[src/core/radio_seq_pkg.sv]
// Purpose: shared constants and types for the radio packet sequencer
// Assumes: APB register map, 200 MHz mclk
// Notes: offsets are register indices; byte address is index times four
package radio_seq_pkg;
	localparam int CLK_MHZ = 200;
	localparam int US_CYCLES = CLK_MHZ;
	localparam int CCA_PERIOD_US = 128;
	localparam int CCA_PERIOD_CYC = CCA_PERIOD_US * US_CYCLES;
	localparam int EXT_STEP_US = 4;
	localparam int DLY_STEP_US = 1;

	localparam logic [9:0] IDX_CCA_OPT = 10'h106;
	localparam logic [9:0] IDX_BUF_CFG = 10'h107;
	localparam logic [9:0] IDX_PKT_FMT = 10'h108;
	localparam logic [9:0] IDX_RX_DLY = 10'h109;
	localparam logic [9:0] IDX_TX_DLY = 10'h10A;
	localparam logic [9:0] IDX_DLY_EXT = 10'h10B;
	localparam logic [9:0] IDX_FMT_SEL = 10'h13E;
	localparam logic [9:0] IDX_CHF_LOW = 10'h300;
	localparam logic [9:0] IDX_STATUS = 10'h3F8;

	localparam logic [7:0] RST_CCA_OPT = 8'h00;
	localparam logic [7:0] RST_BUF_CFG = 8'h00;
	localparam logic [7:0] RST_PKT_FMT = 8'h04;
	localparam logic [7:0] RST_RX_DLY = 8'hC0;
	localparam logic [7:0] RST_TX_DLY = 8'hC0;
	localparam logic [7:0] RST_DLY_EXT = 8'h00;
	localparam logic [7:0] RST_FMT_SEL = 8'h00;
	localparam logic [7:0] RST_CHF_LOW = 8'h80;
	localparam logic [7:0] RST_CCA_THR = 8'hAB;

	localparam int B_CONT_CCA = 2;
	localparam int B_RX_AUTO_CCA = 1;
	localparam int B_DLY_BYPASS = 7;
	localparam int B_SEND_THEN_LISTEN = 3;
	localparam int B_LISTEN_THEN_SEND = 2;
	localparam int B_ADDON_EN = 4;
	localparam int B_SKIP_SYNTH = 3;
	localparam int B_FCS_BYPASS = 0;

	localparam logic [1:0] TXM_ONCE = 2'h0;
	localparam logic [1:0] TXM_RAMP = 2'h1;
	localparam logic [1:0] TXM_KEEP = 2'h3;
	localparam logic [1:0] RXM_FIRST = 2'h0;
	localparam logic [1:0] RXM_CONT = 2'h1;
	localparam logic [1:0] RXM_DROP = 2'h2;
	localparam logic [7:0] FMT_PACKET = 8'h00;
	localparam logic [7:0] FMT_SERIAL_SAMPLE_PORT_RX = 8'h02;
	localparam logic [7:0] FMT_SERIAL_SAMPLE_PORT_TX = 8'h03;

	typedef enum logic [2:0] {
		ST_IDLE = 3'b000,
		ST_RX_WAIT = 3'b001,
		ST_RX = 3'b010,
		ST_TX_WAIT = 3'b011,
		ST_TX = 3'b100
	} radio_state_t;

	typedef struct packed {
		logic pa_on;
		logic sfd_search;
		logic store_frame;
		logic fcs_auto;
		logic skip_synth;
		logic addon_en;
		logic serial_sample_port_rx;
		logic serial_sample_port_tx;
	} radio_ctrl_t;
endpackage : radio_seq_pkg

[src/core/period_tick.sv]
// Purpose: free period counter giving one pulse per period while enabled
// Assumes: restarts from zero whenever enable is low
// Notes: used for continuous channel assessment
`timescale 1ns/1ps
module period_tick #(
	parameter int PERIOD = 25600
) (
	input wire logic mclk,
	input wire logic rst_n,
	input wire logic ce,
	input wire logic en,
	output logic tick
);
	logic [15:0] cnt_ff;

	always_ff @(posedge mclk or negedge rst_n)
	begin
		if (!rst_n)
		begin
			cnt_ff <= 16'h0000;
			tick <= 1'b0;
		end
		else if (ce)
		begin
			tick <= 1'b0;
			if (!en)
				cnt_ff <= 16'h0000;
			else if (cnt_ff == 16'(PERIOD - 1))
			begin
				cnt_ff <= 16'h0000;
				tick <= 1'b1;
			end
			else
				cnt_ff <= cnt_ff + 16'h0001;
		end
	end
endmodule : period_tick

[src/core/delay_timer.sv]
// Purpose: one-shot down counter in clock cycles
// Assumes: load wins over counting
// Notes: done pulses one cycle when count is at one or below
`timescale 1ns/1ps
module delay_timer #(
	parameter int W = 20
) (
	input wire logic mclk,
	input wire logic rst_n,
	input wire logic ce,
	input wire logic load,
	input wire logic [W-1:0] cycles,
	output logic done
);
	logic [W-1:0] cnt_ff;
	logic run_ff;

	always_ff @(posedge mclk or negedge rst_n)
	begin
		if (!rst_n)
		begin
			cnt_ff <= '0;
			run_ff <= 1'b0;
			done <= 1'b0;
		end
		else if (ce)
		begin
			done <= 1'b0;
			if (load)
			begin
				cnt_ff <= cycles;
				run_ff <= 1'b1;
			end
			else if (run_ff)
			begin
				if (cnt_ff <= W'(1))
				begin
					run_ff <= 1'b0;
					done <= 1'b1;
				end
				else
					cnt_ff <= cnt_ff - W'(1);
			end
		end
	end
endmodule : delay_timer

[src/core/radio_seq.sv]
// Purpose: APB-mapped packet sequencer for a 2.4 GHz radio controller
// Assumes: rx_frame_end, tx_frame_end, rssi are driven by the modem core
// Notes: APB answers with zero wait states; unmapped reads return zero
`timescale 1ns/1ps
module radio_seq #(
	parameter int CCA_CYC = radio_seq_pkg::CCA_PERIOD_CYC,
	parameter int US_CYC = radio_seq_pkg::US_CYCLES
) (
	input wire logic mclk,
	input wire logic rst_n,
	input wire logic ce,
	input wire logic psel,
	input wire logic penable,
	input wire logic pwrite,
	input wire logic [11:0] paddr,
	input wire logic [31:0] pwdata,
	output logic [31:0] prdata,
	output logic pready,
	output logic pslverr,
	input wire logic receive_command,
	input wire logic transmit_command,
	input wire logic rx_frame_end,
	input wire logic tx_frame_end,
	input wire logic [7:0] rssi,
	output logic cca_irq,
	output logic cca_clear,
	output radio_seq_pkg::radio_state_t state,
	output radio_seq_pkg::radio_ctrl_t ctrl,
	output logic [7:0] channel_frequency_word_low,
	output logic [7:0] packet_format_select
);
	localparam int DW = 20;

	logic [7:0] cca_opt_ff;
	logic [7:0] buf_cfg_ff;
	logic [7:0] pkt_fmt_ff;
	logic [7:0] rx_dly_ff;
	logic [7:0] tx_dly_ff;
	logic [7:0] dly_ext_ff;
	logic [7:0] cca_thr_ff;
	logic [9:0] idx;
	logic wr_en;
	logic rd_en;
	logic [31:0] nxt_rdata;
	logic dly_load;
	logic [DW-1:0] dly_cycles;
	logic dly_done;
	logic cca_tick;
	logic [15:0] rx_cca_ff;
	logic rx_cca_run_ff;
	logic cca_evt;
	radio_seq_pkg::radio_state_t nxt_state;

	// Start delay in cycles: base us plus extension in 4 us steps
	function automatic logic [DW-1:0] start_cycles(input logic [7:0] base, input logic [7:0] ext);
		logic [DW-1:0] us;
		us = DW'(base) * DW'(radio_seq_pkg::DLY_STEP_US) + DW'(ext) * DW'(radio_seq_pkg::EXT_STEP_US);
		start_cycles = (us == '0) ? DW'(1) : DW'(us * DW'(US_CYC));
	endfunction : start_cycles

	assign idx = paddr[11:2];
	assign wr_en = psel && penable && pwrite;
	assign rd_en = psel && !penable && !pwrite;

	// Register writes, word aligned
	always_ff @(posedge mclk or negedge rst_n)
	begin
		if (!rst_n)
		begin
			cca_opt_ff <= radio_seq_pkg::RST_CCA_OPT;
			buf_cfg_ff <= radio_seq_pkg::RST_BUF_CFG;
			pkt_fmt_ff <= radio_seq_pkg::RST_PKT_FMT;
			rx_dly_ff <= radio_seq_pkg::RST_RX_DLY;
			tx_dly_ff <= radio_seq_pkg::RST_TX_DLY;
			dly_ext_ff <= radio_seq_pkg::RST_DLY_EXT;
			packet_format_select <= radio_seq_pkg::RST_FMT_SEL;
			channel_frequency_word_low <= radio_seq_pkg::RST_CHF_LOW;
			cca_thr_ff <= radio_seq_pkg::RST_CCA_THR;
		end
		else if (ce && wr_en)
		begin
			if (idx == radio_seq_pkg::IDX_CCA_OPT)
				cca_opt_ff <= pwdata[7:0];
			else if (idx == radio_seq_pkg::IDX_BUF_CFG)
				buf_cfg_ff <= pwdata[7:0];
			else if (idx == radio_seq_pkg::IDX_PKT_FMT)
				pkt_fmt_ff <= pwdata[7:0];
			else if (idx == radio_seq_pkg::IDX_RX_DLY)
				rx_dly_ff <= pwdata[7:0];
			else if (idx == radio_seq_pkg::IDX_TX_DLY)
				tx_dly_ff <= pwdata[7:0];
			else if (idx == radio_seq_pkg::IDX_DLY_EXT)
				dly_ext_ff <= pwdata[7:0];
			else if (idx == radio_seq_pkg::IDX_FMT_SEL)
				packet_format_select <= pwdata[7:0];
			else if (idx == radio_seq_pkg::IDX_CHF_LOW)
				channel_frequency_word_low <= pwdata[7:0];
			else if (idx == radio_seq_pkg::IDX_STATUS)
				cca_thr_ff <= pwdata[7:0];
		end
	end

	// Read mux, status word holds state, result and threshold
	always_comb
	begin
		nxt_rdata = 32'h0000_0000;
		if (idx == radio_seq_pkg::IDX_CCA_OPT)
			nxt_rdata[7:0] = cca_opt_ff;
		else if (idx == radio_seq_pkg::IDX_BUF_CFG)
			nxt_rdata[7:0] = buf_cfg_ff;
		else if (idx == radio_seq_pkg::IDX_PKT_FMT)
			nxt_rdata[7:0] = pkt_fmt_ff;
		else if (idx == radio_seq_pkg::IDX_RX_DLY)
			nxt_rdata[7:0] = rx_dly_ff;
		else if (idx == radio_seq_pkg::IDX_TX_DLY)
			nxt_rdata[7:0] = tx_dly_ff;
		else if (idx == radio_seq_pkg::IDX_DLY_EXT)
			nxt_rdata[7:0] = dly_ext_ff;
		else if (idx == radio_seq_pkg::IDX_FMT_SEL)
			nxt_rdata[7:0] = packet_format_select;
		else if (idx == radio_seq_pkg::IDX_CHF_LOW)
			nxt_rdata[7:0] = channel_frequency_word_low;
		else if (idx == radio_seq_pkg::IDX_STATUS)
			nxt_rdata = {20'h00000, cca_clear, state, cca_thr_ff};
	end

	// Data latched in setup so it is stable in access; zero wait states
	always_ff @(posedge mclk or negedge rst_n)
	begin
		if (!rst_n)
		begin
			prdata <= 32'h0000_0000;
			pready <= 1'b0;
			pslverr <= 1'b0;
		end
		else if (ce)
		begin
			pready <= psel && !penable;
			pslverr <= 1'b0;
			if (rd_en)
				prdata <= nxt_rdata;
		end
	end

	// Sequencer
	always_comb
	begin
		nxt_state = state;
		dly_load = 1'b0;
		dly_cycles = start_cycles(rx_dly_ff, dly_ext_ff);
		case (state)
			radio_seq_pkg::ST_IDLE:
			begin
				if (transmit_command)
				begin
					nxt_state = radio_seq_pkg::ST_TX_WAIT;
					dly_cycles = start_cycles(tx_dly_ff, dly_ext_ff);
					dly_load = 1'b1;
				end
				else if (receive_command)
				begin
					nxt_state = radio_seq_pkg::ST_RX_WAIT;
					dly_load = 1'b1;
				end
			end
			radio_seq_pkg::ST_RX_WAIT:
				if (dly_done)
					nxt_state = radio_seq_pkg::ST_RX;
			radio_seq_pkg::ST_TX_WAIT:
				if (dly_done)
					nxt_state = radio_seq_pkg::ST_TX;
			radio_seq_pkg::ST_RX:
			begin
				if (rx_frame_end)
				begin
					if (buf_cfg_ff[radio_seq_pkg::B_LISTEN_THEN_SEND])
					begin
						nxt_state = radio_seq_pkg::ST_TX_WAIT;
						dly_cycles = start_cycles(tx_dly_ff, dly_ext_ff);
						dly_load = 1'b1;
					end
					else if (buf_cfg_ff[1:0] == radio_seq_pkg::RXM_FIRST)
						nxt_state = radio_seq_pkg::ST_IDLE;
				end
			end
			radio_seq_pkg::ST_TX:
			begin
				if (tx_frame_end)
				begin
					dly_load = 1'b1;
					if (buf_cfg_ff[radio_seq_pkg::B_SEND_THEN_LISTEN])
						nxt_state = radio_seq_pkg::ST_RX_WAIT;
					else if (buf_cfg_ff[5:4] == radio_seq_pkg::TXM_RAMP
						|| buf_cfg_ff[5:4] == radio_seq_pkg::TXM_KEEP)
					begin
						nxt_state = radio_seq_pkg::ST_TX_WAIT;
						dly_cycles = start_cycles(tx_dly_ff, dly_ext_ff);
					end
					else
					begin
						nxt_state = radio_seq_pkg::ST_IDLE;
						dly_load = 1'b0;
					end
				end
			end
			default:
				nxt_state = radio_seq_pkg::ST_IDLE;
		endcase
		// Bypass: one-cycle wait instead of programmed delay
		if (buf_cfg_ff[radio_seq_pkg::B_DLY_BYPASS])
			dly_cycles = DW'(1);
	end

	always_ff @(posedge mclk or negedge rst_n)
	begin
		if (!rst_n)
			state <= radio_seq_pkg::ST_IDLE;
		else if (ce)
			state <= nxt_state;
	end

	delay_timer #(.W(DW)) u_start_dly (
		.mclk(mclk),
		.rst_n(rst_n),
		.ce(ce),
		.load(dly_load),
		.cycles(dly_cycles),
		.done(dly_done)
	);

	// Datapath controls; mode 1 drops PA between packets, mode 3 holds it
	always_ff @(posedge mclk or negedge rst_n)
	begin
		if (!rst_n)
			ctrl <= '0;
		else if (ce)
		begin
			ctrl.pa_on <= (nxt_state == radio_seq_pkg::ST_TX)
				|| (nxt_state == radio_seq_pkg::ST_TX_WAIT && (state == radio_seq_pkg::ST_TX || ctrl.pa_on)
				&& buf_cfg_ff[5:4] == radio_seq_pkg::TXM_KEEP);
			ctrl.sfd_search <= (nxt_state == radio_seq_pkg::ST_RX);
			ctrl.store_frame <= (buf_cfg_ff[1:0] == radio_seq_pkg::RXM_FIRST
				|| buf_cfg_ff[1:0] == radio_seq_pkg::RXM_CONT);
			ctrl.fcs_auto <= !pkt_fmt_ff[radio_seq_pkg::B_FCS_BYPASS];
			ctrl.skip_synth <= pkt_fmt_ff[radio_seq_pkg::B_SKIP_SYNTH];
			ctrl.addon_en <= pkt_fmt_ff[radio_seq_pkg::B_ADDON_EN];
			ctrl.serial_sample_port_rx <= (packet_format_select == radio_seq_pkg::FMT_SERIAL_SAMPLE_PORT_RX);
			ctrl.serial_sample_port_tx <= (packet_format_select == radio_seq_pkg::FMT_SERIAL_SAMPLE_PORT_TX);
		end
	end

	// Continuous assessment ticks
	period_tick #(.PERIOD(CCA_CYC)) u_cca_period (
		.mclk(mclk),
		.rst_n(rst_n),
		.ce(ce),
		.en(cca_opt_ff[radio_seq_pkg::B_CONT_CCA]),
		.tick(cca_tick)
	);

	// One-shot assessment after entering receive
	always_ff @(posedge mclk or negedge rst_n)
	begin
		if (!rst_n)
		begin
			rx_cca_ff <= 16'h0000;
			rx_cca_run_ff <= 1'b0;
		end
		else if (ce)
		begin
			if (nxt_state == radio_seq_pkg::ST_RX && state != radio_seq_pkg::ST_RX
				&& cca_opt_ff[radio_seq_pkg::B_RX_AUTO_CCA])
			begin
				rx_cca_ff <= 16'(CCA_CYC - 1);
				rx_cca_run_ff <= 1'b1;
			end
			else if (rx_cca_run_ff)
			begin
				if (rx_cca_ff == 16'h0000)
					rx_cca_run_ff <= 1'b0;
				else
					rx_cca_ff <= rx_cca_ff - 16'h0001;
			end
		end
	end

	assign cca_evt = cca_tick || (rx_cca_run_ff && rx_cca_ff == 16'h0000);

	// Assessment result and interrupt pulse
	always_ff @(posedge mclk or negedge rst_n)
	begin
		if (!rst_n)
		begin
			cca_irq <= 1'b0;
			cca_clear <= 1'b0;
		end
		else if (ce)
		begin
			cca_irq <= cca_evt;
			if (cca_evt)
				cca_clear <= ($signed(rssi) < $signed(cca_thr_ff));
		end
	end

	property p_cont_off;
		@(posedge mclk) disable iff (!rst_n)
		(!cca_opt_ff[radio_seq_pkg::B_CONT_CCA] && !rx_cca_run_ff && ce) [*2] |=> !cca_irq;
	endproperty
	a_cont_off: assert property (p_cont_off) else $error("periodic irq while disabled");

	property p_once_idle;
		@(posedge mclk) disable iff (!rst_n)
		(ce && state == radio_seq_pkg::ST_TX && tx_frame_end && buf_cfg_ff[5:4] == radio_seq_pkg::TXM_ONCE
		&& !buf_cfg_ff[radio_seq_pkg::B_SEND_THEN_LISTEN]) |=> state == radio_seq_pkg::ST_IDLE;
	endproperty
	a_once_idle: assert property (p_once_idle) else $error("mode 0 did not return idle");

	property p_repeat;
		@(posedge mclk) disable iff (!rst_n)
		(ce && state == radio_seq_pkg::ST_TX && tx_frame_end && buf_cfg_ff[4]
		&& !buf_cfg_ff[radio_seq_pkg::B_SEND_THEN_LISTEN]) |=> state == radio_seq_pkg::ST_TX_WAIT;
	endproperty
	a_repeat: assert property (p_repeat) else $error("cyclic mode did not repeat");

	property p_keep_pa;
		@(posedge mclk) disable iff (!rst_n)
		(ce && state == radio_seq_pkg::ST_TX && tx_frame_end && buf_cfg_ff[5:4] == radio_seq_pkg::TXM_KEEP
		&& !buf_cfg_ff[radio_seq_pkg::B_SEND_THEN_LISTEN]) |=> ctrl.pa_on [*2];
	endproperty
	a_keep_pa: assert property (p_keep_pa) else $error("PA dropped in mode 3");

	property p_send_listen;
		@(posedge mclk) disable iff (!rst_n)
		(ce && state == radio_seq_pkg::ST_TX && tx_frame_end && buf_cfg_ff[radio_seq_pkg::B_SEND_THEN_LISTEN])
		|=> state == radio_seq_pkg::ST_RX_WAIT;
	endproperty
	a_send_listen: assert property (p_send_listen) else $error("no turnaround to receive");

	property p_listen_send;
		@(posedge mclk) disable iff (!rst_n)
		(ce && state == radio_seq_pkg::ST_RX && rx_frame_end && buf_cfg_ff[radio_seq_pkg::B_LISTEN_THEN_SEND])
		|=> state == radio_seq_pkg::ST_TX_WAIT;
	endproperty
	a_listen_send: assert property (p_listen_send) else $error("no turnaround to transmit");

	property p_bypass;
		@(posedge mclk) disable iff (!rst_n)
		(ce && state == radio_seq_pkg::ST_IDLE && transmit_command && buf_cfg_ff[radio_seq_pkg::B_DLY_BYPASS])
		##1 ce [*2] |=> state == radio_seq_pkg::ST_TX;
	endproperty
	a_bypass: assert property (p_bypass) else $error("bypass did not skip delay");

	property p_fcs;
		@(posedge mclk) disable iff (!rst_n)
		(ce && rst_n) |=> (ctrl.fcs_auto == !$past(pkt_fmt_ff[radio_seq_pkg::B_FCS_BYPASS]));
	endproperty
	a_fcs: assert property (p_fcs) else $error("fcs control mismatch");
endmodule : radio_seq

[config.mk]
export PLATFORM = sky130hd
export DESIGN_NAME = radio_seq
export DESIGN_NICKNAME = d
export VERILOG_FILES = /design/src/core/radio_seq_pkg.sv /design/src/core/period_tick.sv /design/src/core/delay_timer.sv /design/src/core/radio_seq.sv
export SDC_FILE = /design/constraint.sdc
export NUM_CORES = 1
export LEC_CHECK = 0
export BUFFER_PORTS_ARGS = -buffer_cell sky130_fd_sc_hd__clkbuf_2
export CORE_MARGIN = 4
export CORE_UTILIZATION = 30
export CTS_CLUSTER_SIZE = 28
export DETAILED_ROUTE_END_ITERATION = 8
export SLEW_MARGIN = 10
export SYNTH_ARGS = -nofsm -noshare
export SYNTH_HDL_FRONTEND = slang
export SYNTH_HIERARCHICAL = 1
export SYNTH_SLANG_ARGS = --single-unit
[constraint.sdc]
create_clock -name mclk -period 4.9 [get_ports mclk]
set_clock_uncertainty 0.1 [all_clocks]
set_input_delay 0.245 -clock mclk [delete_from_list [all_inputs] [get_ports mclk]]
set_output_delay 0.245 -clock mclk [all_outputs]
set_load 0.02 [all_outputs]
==> results of run 1 <==
==> worst max-delay path: stages (launching register included) <==
cell      delay (ns)
dfrtp_1         0.38
ha_2            0.20
fa_2            0.36
a211oi_2        0.26
nor2_1          0.08
xnor2_1         0.24
inv_1           0.13
ha_4            0.22
ha_1            0.27
inv_1           0.06
fa_1            0.53
inv_1           0.04
ha_1            0.29
or3_1           0.40
o21ai_2         0.09
a21oi_1         0.09
mux2i_1         0.16
o41ai_1         0.27
a21oi_1         0.12
a21oi_1         0.16
o22ai_1         0.09
==> per-stage QoR <==
stage	setup TNS [ns]	utilization	cell area (sq um)
3_5_place_dp	-0.109	0.331	12100
2_1_floorplan	0	-	11300
6_report	0	0.353	12900
3_3_place_gp	0	0.331	12100
4_1_cts	0	0.348	12800
5_1_grt	-0.0188	0.353	12900
==> layout make-up <==
type / count / area [sq um]
clock inverters: 15 / 179
repair buffers: 111 / 652
flip-flops and latches: 154 / 3870
inverters: 94 / 353
multi-input cells: 889 / 6880
well taps: 468 / 586
clock buffers: 17 / 425
fillers: 3707 / 23800
==> synthesized netlist by cell type, types with 5 or more instances <==
master	number	area, sq um
nor3b_1	5	37.5
nor2b_1	9	56.3
nand2b_1	14	87.6
or4_1	9	67.6
nor3_1	21	105
o211ai_1	6	45.0
o22ai_1	9	56.3
o31ai_1	9	67.6
nand4_1	14	87.6
or3_1	13	81.3
dfstp_2	11	289
o21a_1	6	45.0
a22oi_1	32	240
o21ai_0	69	345
and3_1	5	31.3
a31oi_1	12	75.1
inv_1	94	353
and2_1	9	56.3
o21bai_1	8	60.1
mux2_2	70	788
nand3b_1	7	52.6
mux2i_1	11	110
ha_1	107	1340
and4_1	5	43.8
nand2_1	73	274
nor4_1	16	100
dfrtp_1	143	3580
a32oi_1	6	52.6
a21o_1	10	75.1
xnor2_1	30	263
nand4b_1	6	52.6
a211oi_1	18	135
xor2_1	16	140
fa_1	12	240
a21oi_1	39	195
clkbuf_1	21	78.8
o221ai_1	8	70.1
nor2_1	91	342
buf_4	23	173
buf_1	6	22.5
nand3_1	29	145
==> kinds of logic (layout without fill, tap and decap cells) <==
logic type | after synthesis | in the layout | synth area share
AOI/OAI and AO/OA | 270 | 270 | 0.163
xor gates and xnor gates | 46 | 46 | 0.0361
adders and majority gates | 119 | 119 | 0.141
buffers and inverters | 150 | 237 | 0.0605
DFF | 154 | 154 | 0.346
muxes | 82 | 82 | 0.0825
other | 1 | 24 | 0.000336
and+or+nand+nor | 348 | 348 | 0.170
==> where the power goes <==
part           internal [mW]  leakage (nW)  switching (mW)
Sequential              1.38          2.00           0.136
Clock                  0.734         0.293           0.620
Combinational          0.221          3.83           0.376
Total                   2.34          6.12            1.13
==> path summary, 6_finish.rpt <==
check	start	to	slack [ns]	cells past startpoint
max	tx_dly_ff[2]$_DFFE_PN0P_	u_start_dly/cnt_ff[17]$_DFFE_PN0P_	0.20	20
min	penable	pready$_DFFE_PN0P_	0.04	3
max reg2reg	tx_dly_ff[2]$_DFFE_PN0P_	u_start_dly/cnt_ff[17]$_DFFE_PN0P_	0.20	20
min reg2reg	prdata[5]$_DFFE_PN0P_	prdata[5]$_DFFE_PN0P_	0.40	2
max in group asynchronous	rst_n	tx_dly_ff[7]$_DFFE_PN1P_	3.35	3
min in group asynchronous	rst_n	u_start_dly/cnt_ff[1]$_DFFE_PN0P_	0.34	2
==> sequential cells by signal (all words and copies together) (netlist names), 12 cells and up <==
register / flops
u_start_dly/cnt_ff: 20
rx_cca_ff: 16
u_cca_period/cnt_ff: 16
prdata: 12
==> routing by layer <==
layer / vias up / track usage / part of all wire
li1: 4421 / - / -
met1: 4396 / 0.199 / 0.48
met3: 31 / 0.0258 / 0.041
met4: 0 / 0.0413 / 0.019
met5: - / 0 / 0
met2: 203 / 0.232 / 0.46
==> timing repair <==
item	4_1_cts	5_1_grt
pin swaps	0	18
hold endpoints to repair	72	0
endpoints found under the setup margin	3	6
hold buffers	2	0
buffers inserted	0	3
resized for setup	2	30
==> results.yml, run 1 <==
run_status:
  status: "finished clean"
die:
  core-area_sq_um: 36700
  dieArea_sq_um: 40400
  start_util: 0.304
  num_io_pins: 125
  die_x_um: 201
  fp-row-count: 70
  die_h_um: 201
route:
  dr_total_vias: 9051
  drc_errors: 0
  first_iter_violations: 485
  ant_nets: 0
  vias_per_cell: 5.18
  drt-total-wl_um: 29200
  post_drt_wl_per_cell_um: 16.7
  dr.pass1.iters: 6
yosys:
  synth-seq-area-share: 0.346
  synth_edf_count: 0
  ys_seq_elements: 154
  syn-cell-area_sq_um: 11200
  synth.avg_cell_area_sq_um: 9.54
  syn_inst: 1170
  ys_types: 81
  ys.flop_type: "dfrtp_1"
  ys_warn_count: 6
  async_flop_share: 1.00
finish:
  final_nets: 1448
  diodes: 0
  area_growth_syn_to_layout_pct: 15.9
  final_cells: 1748
  layout_common_cells: "dfrtp_1 (143), ha_1 (103), inv_1 (94)"
  layout_commonest_cell: "dfrtp_1"
  drive_above_1_share: 0.214
sta:
  max_slew_margin: 0.320
  maxSlewViolCount: 0
  period_share: 0.958
  min_period_ns: 4.70
  hold_viol_final: 0
  timing.hold.ws_ns: 0.0430
  worst_slack_ns: 0.205
  max_freq_mhz: 213
  setup_viol: 0
  worstMarginPinSlew_ns: 1.02
placed_design:
  dp_cells: 1711
  gp_congestion: 0.824
  dp_hpwl_um: 22100
  io_buffers: 77
  dp_slack_ns: -0.0866
setup_path:
  cp.arrival_ns: 4.86
  critical_path_class: "register to register"
  worstPathRequired_ns: 5.06
  path_max_fanout: 2
  worstSetupEndpointType: "register"
  cp-start-kind: "register"
clock_tree:
  cts_tree: "done"
  cts-root-buf: "clkbuf_16"
  cts.path.max_buffers: 2
  htreeDepth: 4
  clk_pin_slew_ns: 0.07
  worst_skew_pair.late_latency_ns: 0.43
  cts_made_buffers: 17
  cts_num_sinks: 154
pwr:
  power_density_nw_per_um2: 268
  p_leak_nw: 6.12
  vdd_ir_drop_max_mv: 0.223
  total_power_mw: 3.47
global_route:
  grtUsageTotal: 0.144
  first_global_vias: 9221
  grt_pass1_wl_um: 48600
  antenna_found_initial: 0
  grt-ovfl-total: 0
  grt_max_degree: 81
worst_hold_path:
  worst_hold_path_type: "input pin to register"
run:
  cap_violations: 0
Power figures use the tool's default switching activity.
==> run 2, diff against run 1 <==
RECOVER_POWER = 25   (was not set)
==> run 2 against run 1 <==
  * Critical endpoint unchanged
  * Hold slack improved by 0.00084 ns
  * Highest routed layer unchanged
  * Sequential power about the same
  * Setup slack gained 0.019 ns
  * Largest power group unchanged
  * Clock power hardly changed
  * Cell count unchanged
  * The flow now finishes with violations (max-capacitance violations, max-slew violations)
  * Via count is essentially flat
  * Critical path type unchanged
  * Critical path depth unchanged
==> results.yml, run 2 (synthesized netlist as in run 1, its figures left out) <==
clock_tree:
  cts_tree: "done"
  cts.path.max_buffers: 2
  cts_made_buffers: 17
  cts-root-buf: "clkbuf_16"
  worst_skew_pair.late_latency_ns: 0.43
  clk_pin_slew_ns: 0.07
  cts_num_sinks: 154
  htreeDepth: 4
global_route:
  grt_pass1_wl_um: 48600
  first_global_vias: 9221
  grt-ovfl-total: 0
  grtUsageTotal: 0.144
  grt_max_degree: 81
  antenna_found_initial: 0
setup_path:
  path_max_fanout: 2
  critical_path_class: "register to register"
  worstSetupEndpointType: "register"
  critPathMaxStageDelay_ns: 0.53
  crit_chain: "ha_2, fa_2, a211oi_2, nor2_1, xnor2_1, inv_1, ha_4, ha_1, inv_1, fa_1, inv_1, ha_1, or3_1, o21ai_2, a21oi_1, mux2i_1, o41ai_1, a21oi_1, a21oi_1, o22ai_1"
  worstPathRequired_ns: 5.07
  cp-start-kind: "register"
  cp_slowest_cell: "fa_1"
  cp.arrival_ns: 4.84
finish:
  fin_area_sq_um: 12900
  top_regs: "u_start_dly/cnt_ff (20), rx_cca_ff (16), u_cca_period/cnt_ff (16)"
  final_nets: 1448
  multi_input_area_sq_um: 6880
  regArea_sq_um: 3870
  fill_cells: 3713
  drive_above_1_share: 0.209
  final_cells: 1748
  layout_commonest_cell: "dfrtp_1"
  largest_reg_flops: 20
  area_growth_syn_to_layout_pct: 15.8
  layout_common_cells: "dfrtp_1 (143), ha_1 (103), inv_1 (94)"
  diodes: 0
  regMostFlops: "u_start_dly/cnt_ff"
route:
  ant_nets: 0
  dr.pass1.iters: 6
  vias_per_cell: 5.18
  drt-total-wl_um: 29200
  drc_errors: 0
  post_drt_wl_per_cell_um: 16.7
  first_iter_violations: 467
  dr_total_vias: 9053
placed_design:
  gp_congestion: 0.824
  dp_hpwl_um: 22100
  dp_slack_ns: -0.0866
  placed_area_sq_um: 12100
  io_buffers: 77
  dp_cells: 1711
die:
  dieArea_sq_um: 40400
  die_x_um: 201
  core-area_sq_um: 36700
  num_io_pins: 125
  start_util: 0.304
  fp-row-count: 70
  die_h_um: 201
pwr:
  vdd_ir_drop_max_mv: 0.224
  power_density_nw_per_um2: 269
  p_leak_nw: 6.10
  total_power_mw: 3.47
sta:
  min_period_ns: 4.68
  maxSlewViolCount: 81
  period_share: 0.954
  worst_slack_ns: 0.224
  setup_viol: 0
  max_freq_mhz: 214
  worstMarginPinSlew_ns: 2.12
  fin_tns_setup_ns: 0
  hold_viol_final: 0
  max_slew_margin: -0.415
run:
  cap_violations: 1
run_status:
  violations: "max-capacitance violations, max-slew violations"
  status: "finished, violations left"
worst_hold_path:
  worst_hold_path_type: "input pin to register"
run 2: per-layer routing:
layer  wire length [um]  share of wire  up-vias  GRT usage
li1                   -              -     4418          -
met1              14100           0.48     4401      0.199
met2              13400           0.46      203      0.232
met3               1200          0.041       31     0.0258
met4                511          0.017        0     0.0413
met5                  0              0        -          0
run 2: worst paths after layout:
| kind | start | to | slack (ns) | cells past startpoint |
|---|---|---|---|---|
| min in group asynchronous | rst_n | u_start_dly/cnt_ff[1]$_DFFE_PN0P_ | 0.87 | 2 |
| max reg2reg | tx_dly_ff[2]$_DFFE_PN0P_ | u_start_dly/cnt_ff[17]$_DFFE_PN0P_ | 0.22 | 20 |
| max | tx_dly_ff[2]$_DFFE_PN0P_ | u_start_dly/cnt_ff[17]$_DFFE_PN0P_ | 0.22 | 20 |
| max in group asynchronous | rst_n | tx_dly_ff[7]$_DFFE_PN1P_ | 2.37 | 3 |
| min | penable | pready$_DFFE_PN0P_ | 0.04 | 3 |
| min reg2reg | prdata[4]$_DFFE_PN0P_ | prdata[4]$_DFFE_PN0P_ | 0.40 | 2 |
run 2: critical path, delay by kind of cell, from the launching register on:
kind	cells	cell delay (ns)
DFF	1	0.38
adders and majority gates	6	1.87
xor gates and xnor gates	1	0.24
muxes	1	0.16
and+or+nand+nor	2	0.48
AOI/OAI and AO/OA	7	1.07
buffers and inverters	3	0.23
run 2: area by class of cell:
| cell class | instances | share of cell area |
|---|---|---|
| inverter | 94 | 0.0273 |
| multi-input combinational | 889 | 0.532 |
| sequential | 154 | 0.299 |
| timing repair buffer | 111 | 0.0491 |
| clock buffer | 17 | 0.0329 |
| tap | 468 | 0.0453 |
| clock inverter | 15 | 0.0138 |
run 2: power by group:
| part | leakage (nW) | internal (mW) | switching [mW] | total, mW |
|---|---|---|---|---|
| sequential | 2.00 | 1.38 | 0.135 | 1.52 |
| combinational | 3.80 | 0.220 | 0.376 | 0.596 |
| clock | 0.293 | 0.734 | 0.622 | 1.36 |
| total | 6.10 | 2.34 | 1.13 | 3.47 |
run 2: what timing repair did:
action / CTS / global route
gates resized for setup: 2 / 30
endpoints found under the setup margin: 3 / 6
setup buffers: 0 / 3
endpoints found under the hold margin: 72 / 0
hold buffers: 2 / 0
pin swaps: 0 / 18
run 2: per-stage QoR:
stage,util,hold slack [ns]
after global routing,0.352,0.0698
final,0.352,0.0438
after CTS,0.348,0.0293
after global placement,0.331,0.247
after floorplan,-,-0.151
after detailed placement,0.331,0.260
